--- src/design/rdc_defines.vh ---
// Register map, field positions, reset values and constants of the receiver configuration bank.
`ifndef RDC_DEFINES_VH
`define RDC_DEFINES_VH
// Register offsets.
`define RDC_OFF_IF_CHF        8'h02
`define RDC_OFF_RATE_CONV     8'h03
`define RDC_OFF_ATH_METHOD    8'h06
`define RDC_OFF_AFC_LIMIT     8'h07
`define RDC_OFF_AFC_FREEZE    8'h08
`define RDC_OFF_LO_HIGH       8'h09
`define RDC_OFF_LO_MID        8'h0a
`define RDC_OFF_LO_LOW        8'h0b
`define RDC_OFF_SYNC_LEN      8'h0c
`define RDC_OFF_SYNC_LOW      8'h0d
`define RDC_OFF_SYNC_HIGH     8'h0e
`define RDC_OFF_SIGNAL_STRENGTH          8'h10
`define RDC_OFF_FREQ_ERR      8'h11
`define RDC_OFF_DEMOD_FILT    8'h12
`define RDC_OFF_IRQ_STATUS    8'h13
// Field positions.
`define RDC_BIT_ASK_FSK       4
`define RDC_BIT_IF_SEL        3
`define RDC_BIT_ATH_METHOD    6
`define RDC_BIT_THRESHOLD_FILTER_BANDWIDTH        5
`define RDC_BIT_FREEZE        6
`define RDC_BIT_SYNC_DET      0
// Writable bit masks; every other bit reads zero.
`define RDC_MASK_IF_CHF       8'h1f
`define RDC_MASK_RATE_CONV    8'hff
`define RDC_MASK_ATH_METHOD   8'h7f
`define RDC_MASK_AFC_LIMIT    8'h1f
`define RDC_MASK_AFC_FREEZE   8'h7f
`define RDC_MASK_SYNC_LEN     8'h0f
// Reset values.
`define RDC_RST_IF_CHF        8'h00
`define RDC_RST_RATE_CONV     8'h10
`define RDC_RST_ATH_METHOD    8'h0f
`define RDC_RST_AFC_LIMIT     8'h02
`define RDC_RST_AFC_FREEZE    8'h00
`define RDC_RST_LO_HIGH       8'h13
`define RDC_RST_LO_MID        8'ha9
`define RDC_RST_LO_LOW        8'h9a
`define RDC_RST_SYNC_LEN      8'h0f
`define RDC_RST_SYNC_WORD     8'h00
`define RDC_RST_READING       8'h00
// Frequency control: full-scale correction in synthesizer steps.
`define RDC_AFC_MAX_OFFSET    16'd1792
`define RDC_AFC_STEPS         16'd7
// Serial slave address, arbitrary value.
`define RDC_I2C_ADDR          7'h2a
`endif

--- src/design/rdc_i2c_slave.v ---
// Serial two-wire slave that turns bus transfers into register read and write strobes.
`timescale 1ns/1ps
`include "rdc_defines.vh"
module rdc_i2c_slave (
  // Clock and reset.
  input  wire       clk,
  input  wire       srst,
  // Bus pins.
  input  wire       scl,
  input  wire       sda_in,
  output reg        sda_oe,
  // Register side.
  output reg        wr_en,
  output reg  [7:0] wr_addr,
  output reg  [7:0] wr_data,
  output reg        rd_en,
  output reg  [7:0] ptr,
  input  wire [7:0] rdata
);
  localparam ST_IDLE = 3'd0;
  localparam ST_ADDR = 3'd1;
  localparam ST_ACK  = 3'd2;
  localparam ST_WR   = 3'd3;
  localparam ST_RD   = 3'd4;
  localparam ST_RACK = 3'd5;

  reg       scl_q;    // Previous clock level.
  reg       sda_q;    // Previous data level.
  reg [2:0] st;       // Transfer state.
  reg [3:0] cnt;      // Bits moved in the current byte.
  reg [7:0] shreg;    // Byte shifter.
  reg       rw;       // High for a read transfer.
  reg       first;    // Next written byte is the register pointer.

  wire rise  = scl & ~scl_q;
  wire fall  = ~scl & scl_q;
  wire start = scl & scl_q & sda_q & ~sda_in;
  wire stop  = scl & scl_q & ~sda_q & sda_in;

  // Byte engine: start and stop win over any bit activity.
  always @(posedge clk) begin
    wr_en <= 1'b0;
    rd_en <= 1'b0;
    if (srst) begin
      scl_q <= 1'b1;
      sda_q <= 1'b1;
      st <= ST_IDLE;
      cnt <= 4'h0;
      shreg <= 8'h00;
      rw <= 1'b0;
      first <= 1'b0;
      sda_oe <= 1'b0;
      wr_addr <= 8'h00;
      wr_data <= 8'h00;
      ptr <= 8'h00;
    end else begin
      scl_q <= scl;
      sda_q <= sda_in;
      if (start) begin
        st <= ST_ADDR;
        cnt <= 4'h0;
        first <= 1'b1;
        sda_oe <= 1'b0;
      end else if (stop) begin
        st <= ST_IDLE;
        sda_oe <= 1'b0;
      end else begin
        case (st)
          ST_ADDR, ST_WR: begin
            if (rise) begin
              shreg <= {shreg[6:0], sda_in};
              cnt <= cnt + 4'h1;
            end else if (fall && cnt == 4'h8) begin
              cnt <= 4'h0;
              if (st == ST_ADDR) begin
                // Only our own address is acknowledged.
                if (shreg[7:1] == `RDC_I2C_ADDR) begin
                  st <= ST_ACK;
                  rw <= shreg[0];
                  sda_oe <= 1'b1;
                end else begin
                  st <= ST_IDLE;
                end
              end else begin
                st <= ST_ACK;
                sda_oe <= 1'b1;
                if (first) begin
                  ptr <= shreg;
                  first <= 1'b0;
                end else begin
                  wr_en <= 1'b1;
                  wr_addr <= ptr;
                  wr_data <= shreg;
                  ptr <= ptr + 8'h01;
                end
              end
            end
          end
          ST_ACK: begin
            if (fall) begin
              cnt <= 4'h0;
              if (rw) begin
                // Fetch the byte at the pointer and drive its top bit.
                st <= ST_RD;
                shreg <= rdata;
                sda_oe <= ~rdata[7];
                rd_en <= 1'b1;
                ptr <= ptr + 8'h01;
              end else begin
                st <= ST_WR;
                sda_oe <= 1'b0;
              end
            end
          end
          ST_RD: begin
            if (fall) begin
              cnt <= cnt + 4'h1;
              if (cnt == 4'h7) begin
                st <= ST_RACK;
                sda_oe <= 1'b0;
              end else begin
                shreg <= {shreg[6:0], 1'b0};
                sda_oe <= ~shreg[6];
              end
            end
          end
          ST_RACK: begin
            // A master acknowledge asks for another byte, a refusal ends the read.
            if (rise) begin
              st <= sda_in ? ST_IDLE : ST_ACK;
            end
          end
          default: begin
            st <= ST_IDLE;
          end
        endcase
      end
    end
  end
endmodule

--- src/design/rdc_sync_detect.v ---
// Manchester decoder with a programmable-length sync pattern comparator.
`timescale 1ns/1ps
module rdc_sync_detect (
  // Clock and reset.
  input  wire        clk,
  input  wire        srst,
  // Demodulated chips, two per data bit.
  input  wire        chip,
  input  wire        chip_valid,
  // Pattern settings.
  input  wire [3:0]  pat_len,
  input  wire [15:0] pat_word,
  // Detection pulse.
  output reg         match
);
  reg        half;     // High when the first chip of a pair is held.
  reg        first;    // First chip of the pair.
  reg [15:0] sr;       // Decoded bits, newest at bit 0.
  reg [4:0]  seen;     // Decoded bits gathered, saturating at 16.

  // Mask with the low len+1 bits set.
  function [15:0] len_mask;
    input [3:0] len;
    begin
      len_mask = 16'hffff >> (4'hf - len);
    end
  endfunction

  wire [15:0] mask  = len_mask(pat_len);
  wire        bit_v = chip_valid & half & (first != chip);

  // Pairs 1-0 decode to one and 0-1 to zero; equal chips resync the pairing.
  always @(posedge clk) begin
    if (srst) begin
      half <= 1'b0;
      first <= 1'b0;
      sr <= 16'h0000;
      seen <= 5'd0;
      match <= 1'b0;
    end else begin
      match <= 1'b0;
      if (chip_valid) begin
        if (!half || first == chip) begin
          first <= chip;
          half <= 1'b1;
        end else begin
          half <= 1'b0;
        end
      end
      if (bit_v) begin
        sr <= {sr[14:0], first};
        if (seen != 5'd16) begin
          seen <= seen + 5'd1;
        end
        // Compare on the decoded bits, not the line chips.
        if (((({sr[14:0], first}) ^ pat_word) & mask) == 16'h0000 &&
            seen >= {1'b0, pat_len}) begin
          match <= 1'b1;
        end
      end
    end
  end
endmodule

--- src/design/rdc_config_bank.v ---
// Configuration and status register bank of the receiver digital section.
// Function
// - Bit 6 picks lowpass or peak slicing.
// - Bit 5 doubles lowpass threshold filter bandwidth.
// - Offset limit zero disables, else n/7.
// - Loop gain quarter, half, default, double.
// - Freeze holds synthesizer after sync, FSK only.
// - Center frequency 24 bits, high byte first.
// - Pattern length is field plus one.
// - Pattern word low byte first, reset zero.
// - Pattern compared after Manchester decoding.
// - Signal strength unsigned read-only, reset zero.
// - Frequency error signed read-only, reset zero.
// - Filter readout signed read-only, reset zero.
// - IF select bit: 400kHz clear, 200kHz set.
// - Coarse rate field scales four times downward.
// - Status bit 0 flags sync in polling.
`timescale 1ns/1ps
`include "rdc_defines.vh"
module rdc_config_bank (
  // Clock and reset.
  input  wire        clk,
  input  wire        srst,
  // Serial bus pins; data pin is open drain, output level always low.
  input  wire        scl,
  input  wire        sda_in,
  output reg         sda_out,
  output wire        sda_oe,
  // Live readings from the receive chain.
  input  wire [7:0]  signal_strength_in,
  input  wire [7:0]  freq_err_in,
  input  wire        freq_err_valid,
  input  wire [7:0]  demod_filt_in,
  // Demodulated chips and receiver mode.
  input  wire        chip,
  input  wire        chip_valid,
  input  wire        self_poll_active,
  input  wire        rx_restart,
  // Configuration outputs.
  output reg         fsk_mode,
  output reg         if_low_select,
  output reg  [2:0]  channel_filter_choice,
  output reg  [2:0]  rate_converter_coarse,
  output reg  [2:0]  rate_converter_fine,
  output reg         threshold_method_select,
  output reg         threshold_filter_bandwidth,
  output reg  [4:0]  threshold_gain_param,
  output reg  [2:0]  freq_offset_limit,
  output reg  [1:0]  freq_loop_gain,
  output reg         freeze_on_sync_detect,
  output reg  [23:0] osc_center_freq_word,
  output reg  [3:0]  sync_pattern_len,
  output reg  [15:0] sync_pattern_word,
  // Derived outputs.
  output reg         afc_enable,
  output reg         afc_frozen,
  output reg  [15:0] afc_correction,
  output reg  [23:0] synth_freq_word,
  output reg         sync_detected_flag
);
  reg  [5:0]  afc_reserved;        // Reserved low bits of the freeze register.
  reg  [1:0]  rate_conv_top;       // Upper bits of the rate converter register.
  reg  [7:0]  signal_strength;     // Latest strength reading.
  reg  [7:0]  freq_error_value;    // Latest frequency error estimate.
  reg  [7:0]  demod_filter_value;  // Latest post-demodulation filter output.
  reg         sync_seen;           // Sync found since the last restart.
  reg  [7:0]  rdata;               // Read data for the slave.
  reg  [15:0] next_corr;           // Correction after one loop step.
  wire        wr_en;               // Register write strobe.
  wire [7:0]  wr_addr;             // Register write address.
  wire [7:0]  wr_data;             // Register write data.
  wire        rd_en;               // Register read strobe.
  wire [7:0]  ptr;                 // Register pointer.
  wire        sync_match;          // One-cycle sync pattern match.

  // Signed byte scaled by the loop gain setting.
  function [15:0] gain_scale;
    input [7:0] err;
    input [1:0] g;
    reg   [15:0] ext;
    begin
      ext = {{8{err[7]}}, err};
      case (g)
        2'd0:    gain_scale = {{2{ext[15]}}, ext[15:2]};
        2'd1:    gain_scale = {ext[15], ext[15:1]};
        2'd2:    gain_scale = ext;
        default: gain_scale = {ext[14:0], 1'b0};
      endcase
    end
  endfunction

  // Correction bound as n sevenths of full scale.
  function [15:0] afc_bound;
    input [2:0] n;
    reg   [18:0] prod;
    begin
      prod = `RDC_AFC_MAX_OFFSET * n;
      afc_bound = prod[15:0] / `RDC_AFC_STEPS;
    end
  endfunction

  // Reset bytes as parameters, so that single fields can be taken from them.
  localparam [7:0] RST_IF  = `RDC_RST_IF_CHF;
  localparam [7:0] RST_ATH = `RDC_RST_ATH_METHOD;
  localparam [7:0] RST_AFC = `RDC_RST_AFC_LIMIT;
  localparam [7:0] RST_FRZ = `RDC_RST_AFC_FREEZE;
  localparam [7:0] RST_LEN = `RDC_RST_SYNC_LEN;

  rdc_i2c_slave u_slave (
    .clk     (clk),
    .srst    (srst),
    .scl     (scl),
    .sda_in  (sda_in),
    .sda_oe  (sda_oe),
    .wr_en   (wr_en),
    .wr_addr (wr_addr),
    .wr_data (wr_data),
    .rd_en   (rd_en),
    .ptr     (ptr),
    .rdata   (rdata)
  );

  rdc_sync_detect u_sync (
    .clk        (clk),
    .srst       (srst),
    .chip       (chip),
    .chip_valid (chip_valid),
    .pat_len    (sync_pattern_len),
    .pat_word   (sync_pattern_word),
    .match      (sync_match)
  );

  // Writable registers; read-only addresses and unmapped ones take no write.
  always @(posedge clk) begin
    if (srst) begin
      sda_out <= 1'b0;
      {fsk_mode, if_low_select, channel_filter_choice} <= RST_IF[4:0];
      {rate_conv_top, rate_converter_coarse, rate_converter_fine} <= `RDC_RST_RATE_CONV;
      {threshold_method_select, threshold_filter_bandwidth, threshold_gain_param} <= RST_ATH[6:0];
      {freq_offset_limit, freq_loop_gain} <= RST_AFC[4:0];
      {freeze_on_sync_detect, afc_reserved} <= RST_FRZ[6:0];
      osc_center_freq_word <= {`RDC_RST_LO_HIGH, `RDC_RST_LO_MID, `RDC_RST_LO_LOW};
      sync_pattern_len <= RST_LEN[3:0];
      sync_pattern_word <= {`RDC_RST_SYNC_WORD, `RDC_RST_SYNC_WORD};
    end else if (wr_en) begin
      case (wr_addr)
        `RDC_OFF_IF_CHF: begin
          // Bit 3 chooses the intermediate frequency; 1 means 200kHz.
          {fsk_mode, if_low_select, channel_filter_choice} <= wr_data[4:0];
        end
        `RDC_OFF_RATE_CONV: begin
          {rate_conv_top, rate_converter_coarse, rate_converter_fine} <= wr_data;
        end
        `RDC_OFF_ATH_METHOD: begin
          threshold_method_select <= wr_data[`RDC_BIT_ATH_METHOD];
          threshold_filter_bandwidth <= wr_data[`RDC_BIT_THRESHOLD_FILTER_BANDWIDTH];
          threshold_gain_param <= wr_data[4:0];
        end
        `RDC_OFF_AFC_LIMIT: begin
          {freq_offset_limit, freq_loop_gain} <= wr_data[4:0];
        end
        `RDC_OFF_AFC_FREEZE: begin
          {freeze_on_sync_detect, afc_reserved} <= wr_data[6:0];
        end
        `RDC_OFF_LO_HIGH: begin
          osc_center_freq_word[23:16] <= wr_data;
        end
        `RDC_OFF_LO_MID: begin
          osc_center_freq_word[15:8] <= wr_data;
        end
        `RDC_OFF_LO_LOW: begin
          osc_center_freq_word[7:0] <= wr_data;
        end
        `RDC_OFF_SYNC_LEN: begin
          sync_pattern_len <= wr_data[3:0];
        end
        `RDC_OFF_SYNC_LOW: begin
          sync_pattern_word[7:0] <= wr_data;
        end
        `RDC_OFF_SYNC_HIGH: begin
          sync_pattern_word[15:8] <= wr_data;
        end
        default: begin
          // Read-only and unmapped addresses keep their contents.
          sync_pattern_len <= sync_pattern_len;
        end
      endcase
    end
  end

  // Live readings are sampled every cycle; the error estimate on its strobe.
  always @(posedge clk) begin
    if (srst) begin
      signal_strength <= `RDC_RST_READING;
      freq_error_value <= `RDC_RST_READING;
      demod_filter_value <= `RDC_RST_READING;
    end else begin
      signal_strength <= signal_strength_in;
      demod_filter_value <= demod_filt_in;
      if (freq_err_valid) begin
        freq_error_value <= freq_err_in;
      end
    end
  end

  // Sync status: detection in polling sets it, reading clears it, set wins.
  always @(posedge clk) begin
    if (srst) begin
      sync_detected_flag <= 1'b0;
      sync_seen <= 1'b0;
    end else begin
      if (sync_match && self_poll_active) begin
        sync_detected_flag <= 1'b1;
      end else if (rd_en && ptr == `RDC_OFF_IRQ_STATUS + 8'h01) begin // Pointer already stepped past it.
        sync_detected_flag <= 1'b0;
      end
      if (sync_match) begin
        sync_seen <= 1'b1;
      end else if (rx_restart) begin
        sync_seen <= 1'b0;
      end
    end
  end

  // One loop step: scaled error added, then bounded to the offset limit.
  always @* begin
    next_corr = afc_correction + gain_scale(freq_err_in, freq_loop_gain);
    if (!next_corr[15] && next_corr > afc_bound(freq_offset_limit)) begin
      next_corr = afc_bound(freq_offset_limit);
    end else if (next_corr[15] && (16'h0000 - next_corr) > afc_bound(freq_offset_limit)) begin
      next_corr = 16'h0000 - afc_bound(freq_offset_limit);
    end
  end

  // Frequency loop; freezing holds the synthesizer word, and only in FSK.
  always @(posedge clk) begin
    if (srst) begin
      afc_enable <= 1'b0;
      afc_frozen <= 1'b0;
      afc_correction <= 16'h0000;
      synth_freq_word <= {`RDC_RST_LO_HIGH, `RDC_RST_LO_MID, `RDC_RST_LO_LOW};
    end else begin
      afc_enable <= (freq_offset_limit != 3'd0);
      afc_frozen <= fsk_mode & freeze_on_sync_detect & (sync_seen | sync_match);
      if (freq_offset_limit == 3'd0) begin
        afc_correction <= 16'h0000;
      end else if (freq_err_valid && !afc_frozen) begin
        afc_correction <= next_corr;
      end
      if (!afc_frozen) begin
        synth_freq_word <= osc_center_freq_word + {{8{afc_correction[15]}}, afc_correction};
      end
    end
  end

  // Read data at the pointer; unused bits and unmapped addresses read zero.
  always @* begin
    case (ptr)
      `RDC_OFF_IF_CHF:     rdata = {3'b000, fsk_mode, if_low_select, channel_filter_choice};
      `RDC_OFF_RATE_CONV:  rdata = {rate_conv_top, rate_converter_coarse, rate_converter_fine};
      `RDC_OFF_ATH_METHOD: rdata = {1'b0, threshold_method_select, threshold_filter_bandwidth,
                                    threshold_gain_param};
      `RDC_OFF_AFC_LIMIT:  rdata = {3'b000, freq_offset_limit, freq_loop_gain};
      `RDC_OFF_AFC_FREEZE: rdata = {1'b0, freeze_on_sync_detect, afc_reserved};
      `RDC_OFF_LO_HIGH:    rdata = osc_center_freq_word[23:16];
      `RDC_OFF_LO_MID:     rdata = osc_center_freq_word[15:8];
      `RDC_OFF_LO_LOW:     rdata = osc_center_freq_word[7:0];
      `RDC_OFF_SYNC_LEN:   rdata = {4'h0, sync_pattern_len};
      `RDC_OFF_SYNC_LOW:   rdata = sync_pattern_word[7:0];
      `RDC_OFF_SYNC_HIGH:  rdata = sync_pattern_word[15:8];
      `RDC_OFF_SIGNAL_STRENGTH:       rdata = signal_strength;
      `RDC_OFF_FREQ_ERR:   rdata = freq_error_value;
      `RDC_OFF_DEMOD_FILT: rdata = demod_filter_value;
      `RDC_OFF_IRQ_STATUS: rdata = {7'h00, sync_detected_flag};
      default:             rdata = 8'h00;
    endcase
  end
endmodule

--- config.mk ---
export PLATFORM = sky130hd
export DESIGN_NAME = rdc_config_bank
export DESIGN_NICKNAME = d
export VERILOG_FILES = /design/src/design/rdc_i2c_slave.v /design/src/design/rdc_sync_detect.v /design/src/design/rdc_config_bank.v
export VERILOG_INCLUDE_DIRS = /design/src /design/src/design
export SDC_FILE = /design/constraint.sdc
export NUM_CORES = 1
export LEC_CHECK = 0
export BUFFER_PORTS_ARGS = -buffer_cell sky130_fd_sc_hd__buf_2
export CAP_MARGIN = 5
export CORE_ASPECT_RATIO = 0.7
export CORE_MARGIN = 8
export CORE_UTILIZATION = 44
export DETAILED_ROUTE_END_ITERATION = 6
export GPL_TIMING_DRIVEN = 0
export HOLD_SLACK_MARGIN = 0.1
export PLACE_DENSITY = 0.73
export SETUP_SLACK_MARGIN = 0.15
export SYNTH_ARGS = -nofsm -noshare
export SYNTH_HDL_FRONTEND = slang
export SYNTH_SLANG_ARGS = --single-unit
--- constraint.sdc ---
create_clock -name clk -period 11 [get_ports clk]
set_input_delay 2.2 -clock clk [delete_from_list [all_inputs] [get_ports clk]]
set_output_delay 2.2 -clock clk [all_outputs]
set_load 0.05 [all_outputs]
==> results.tsv <==
stage	metric	value	unit
timing	tns	0	ns
grt	antenna_found_initial	3	
logic_synthesis	synthTopCellsByArea	dfxtp_1, ha_1, mux2i_1, nand2_1, nor2_1	
timing	fmax	96.07	MHz
logic_synthesis	yosys.area.top_type	dfxtp_1	
timing	tightest_slew	1.064	ns
worst_setup_path	setup.worst_path.start	freq_offset_limit[0]	
timing	rsz0062_at_grt	false	
worst_setup_path	worst-path-buf-inv	8	
clocking	cts.sinks	213	
layout	fillers	2913	
logic_synthesis	syn_avg_cell_area	8.056	sq um
worst_setup_path	start_kind	flop	
floorplanning	start_util	44.64	%
worst_setup_path	crit_end	afc_correction[0]	
power	p_total	0.001751	W
route	firstDrtPassIters	6	
timing	skew	0.008756	ns
worst_setup_path	rrSetupSlack	0.59	ns
power	p_leak	6.622	nW
route	drtIter0Drc	1555	
timing	setup_viol	0	
route	wl	48.12	mm
floorplanning	core_area	0.02997	sq mm
route	drc_errors	0	
floorplanning	die_w	224.4	um
worst_setup_path	arrival	10.81	ns
timing	max_slew_margin	28.52	%
layout	drive_above_1_share	14.09	%
clocking	clk_pin_slew	0.07	ns
timing	maxSlewViolCount	0	
layout	fin_nets	1968	
route	wl_per_cell	21.24	um
grt	grt_pass1_wl	72.00	mm
worst_setup_path	cp_top_family	compound AO/OA/AOI/OAI gates	
logic_synthesis	synth_edf_count	0	
timing	hold_viol_final	0	
clocking	cts_buffer_depth	3	
worst_setup_path	reg2reg_depth	54	
placed_design	placed_area	0.01461	sq mm
layout	final_area	0.01567	sq mm
route	via_per_inst	5.951	
clocking	cts_tree	done	
layout	multi_input_area	0.008661	sq mm
worst_setup_path	reg2reg_to	afc_correction[0]	
placed_design	place.gp.congestion	0.9864	
floorplanning	rows	53	
logic_synthesis	synth_top_cell_area_share	31.87	%
layout	syn_to_final_growth	17.07	%
grt	grt_overflow	0	
grt	grtUsageTotal	24.94	%
worst_setup_path	crit_cells	54	
worst_setup_path	critPathCaptureType	flop	
worst_setup_path	crit_type	reg -> reg	
logic_synthesis	synthArstFlopShare	0	%
timing	fin_crit	10.41	ns
route	final_antenna_net_count	0	
clocking	cts_buffers	22	
route	vias	13480	
floorplanning	die-area	0.03634	sq mm
layout	antenna_cells	0	
grt	grt_max_degree	15	
floorplanning	die_y	161.9	um
clocking	clock_tree.root_cell	clkbuf_16	
clocking	ctsHoldBuffers	0	
logic_synthesis	synth_flop_cell	dfxtp_1	
grt	grt_pass1_vias	12130	
worst_setup_path	crit-reg2reg-launch	freq_offset_limit[0]	
logic_synthesis	yosysSeqAreaShare	31.87	%
logic_synthesis	synth_area	0.01338	sq mm
clocking	worstSkewPairLatency	0.51	ns
timing	fin_hold_ws	0.4602	ns
power	ir_worst_vdd	0.0001004	V
logic_synthesis	ys_types	89	
logic_synthesis	synth_seq_cells	213	
worst_setup_path	required	11.40	ns
placed_design	dp_hpwl	37.49	mm
logic_synthesis	yosys_warnings	0	
clocking	htree_levels	1	
worst_setup_path	crit_fanout	9	
timing	post-route-period-util	94.62	%
job	cap_viol_max_count	0	
power	p_per_area	111.7	mW/mm^2
worst_setup_path	critPathSlowestCell	fa_1	
logic_synthesis	synth_fp_nets	1790	
placed_design	portBuffers	143	
layout	final-seq-area	0.004273	sq mm
worst_setup_path	slowest_delay	0.55	ns
worst_hold_path	hold_path.class	reg -> reg	
status	outcome	completed	
floorplanning	ioPinCount	146	
logic_synthesis	synthCells	1661	
-- how the worst min path moves through the flow --
stage,from,endpoint,slack (ns),depth (start not counted)
3_5_place_dp,synth_freq_word[19],synth_freq_word[19],0.45,2
6_report,synth_freq_word[19],synth_freq_word[19],0.46,2
4_1_cts,synth_freq_word[19],synth_freq_word[19],0.46,2
2_1_floorplan,u_slave.wr_addr[7],u_slave.wr_addr[7],0.44,2
3_3_place_gp,u_slave.wr_addr[4],u_slave.wr_addr[4],0.44,2
5_1_grt,synth_freq_word[18],synth_freq_word[18],0.48,2
-- layer usage --
metal	track usage (%)	vias up	wire, um
met2	34.31	748	18850
met5	1.541	-	103
met1	37.09	6311	21920
li1	-	6320	-
met3	7.134	93	5948
met4	6.052	8	1302
-- tightest hold or removal path, stage by stage (launching register included) --
cell and delay, ns:
dfxtp_1 0.31, nand2_1 0.06, a21oi_1 0.05
-- Yosys cell counts, types with 5 or more instances --
master and count:
inv_2 5, a31o_2 6, and2_1 19, ha_1 91, a21boi_0 9, or3_1 16
fa_1 5, a21o_1 17, o21a_1 7, o21ai_0 79, or2_2 9, o211ai_1 13
xnor2_1 41, inv_1 67, nor2_1 178, a21oi_1 115, buf_2 5, nand2_1 202
buf_1 6, and3_1 21, dfxtp_1 213, o31ai_1 11, nand4_1 13, a211oi_1 18
a22oi_1 22, nand3_1 32, nor2b_1 29, clkbuf_1 75, a31oi_1 15, nand2b_1 14
o22ai_1 8, a221oi_1 15, a2111oi_0 6, xor2_1 21, nor4_1 7, nor3b_1 11
a22o_1 14, mux2i_1 96, nor3_1 32, a311oi_1 7, a222oi_1 6
-- power by group --
group / internal [W] / total (W) / switching [W]
clock: 0.000510 / 0.000830 / 0.000320
sequential: 0.000781 / 0.000791 / 0.0000102
combinational: 0.0000458 / 0.000130 / 0.0000839
total: 0.00134 / 0.00175 / 0.000414
-- sequential cells by signal (all words and copies together), names as in the netlist, 4 cells and up --
signal	flops
osc_center_freq_word	24
synth_freq_word	24
afc_correction	16
sync_pattern_word	16
u_sync.sr	15
demod_filter_value	8
freq_error_value	8
signal_strength	8
u_slave.ptr	8
u_slave.shreg	8
u_slave.wr_addr	8
u_slave.wr_data	8
afc_reserved	6
threshold_gain_param	5
u_sync.seen	5
sync_pattern_len	4
u_slave.cnt	4
-- kinds of logic (layout without fill, tap and decap cells) --
group                    count (synthesis)  after routing  share of synthesized area (%)
XOR/XNOR                                63             63                          4.180
AO/OA/AOI/OAI                          419            419                          20.85
other                                    1              1                        0.02802
AND/OR/NAND/NOR                        604            604                          21.08
multiplexers                           102            102                          7.966
adder cells (fa/ha/maj)                 98             98                          9.416
flip-flops                             213            213                          31.87
buffers and inverters                  161            353                          4.619
-- layout by cell type (no fill, tap or decap), types with 10 or more instances in the layout --
cell and instances:
or3_1 16, o211ai_1 13, a21o_1 17, a211oi_1 18, and2_1 19, nand3_1 32, nor2b_1 28, o31ai_1 11
nor2_1 178, nand4_1 13, a221oi_1 15, xnor2_1 40, ha_1 88, nor3b_1 10, clkbuf_1 74, a22o_1 14
o21ai_0 79, nor3_1 30, mux2i_1 95, dfxtp_1 210, a21oi_1 112, buf_2 148, and3_1 21, xor2_1 20
clkbuf_16 23, nand2b_1 14, a31oi_1 15, buf_4 13, nand2_1 198, a22oi_1 22, inv_1 66
-- cell type report --
type | instances | share of cell area (%)
Tap cell | 412 | 3.290
Multi-Input combinational cell | 1287 | 55.28
Buffer | 88 | 2.244
Sequential cell | 213 | 27.27
Timing Repair Buffer | 154 | 5.095
Inverter | 73 | 1.765
Clock buffer | 27 | 3.897
Clock inverter | 11 | 1.150
-- metrics by stage --
step,utilization (%),setup WS (ns),std cells
6_report,52.27,0.5914,2265
5_1_grt,52.27,0.07415,2265
4_1_cts,51.62,0.1654,2257
3_5_place_dp,48.75,-0.7491,2216
3_3_place_gp,48.75,-0.6893,2216
2_1_floorplan,-,0.8763,1661
-- timing repair --
| item | CTS | global route |
|---|---|---|
| resized for setup | 13 | 32 |
| setup endpoints to repair | 16 | 16 |
| endpoints found under the hold margin | 0 | 0 |
| setup buffers | 3 | 8 |
| pin swaps | 2 | 10 |
No activity file was read; power rests on OpenSTA's default activity.
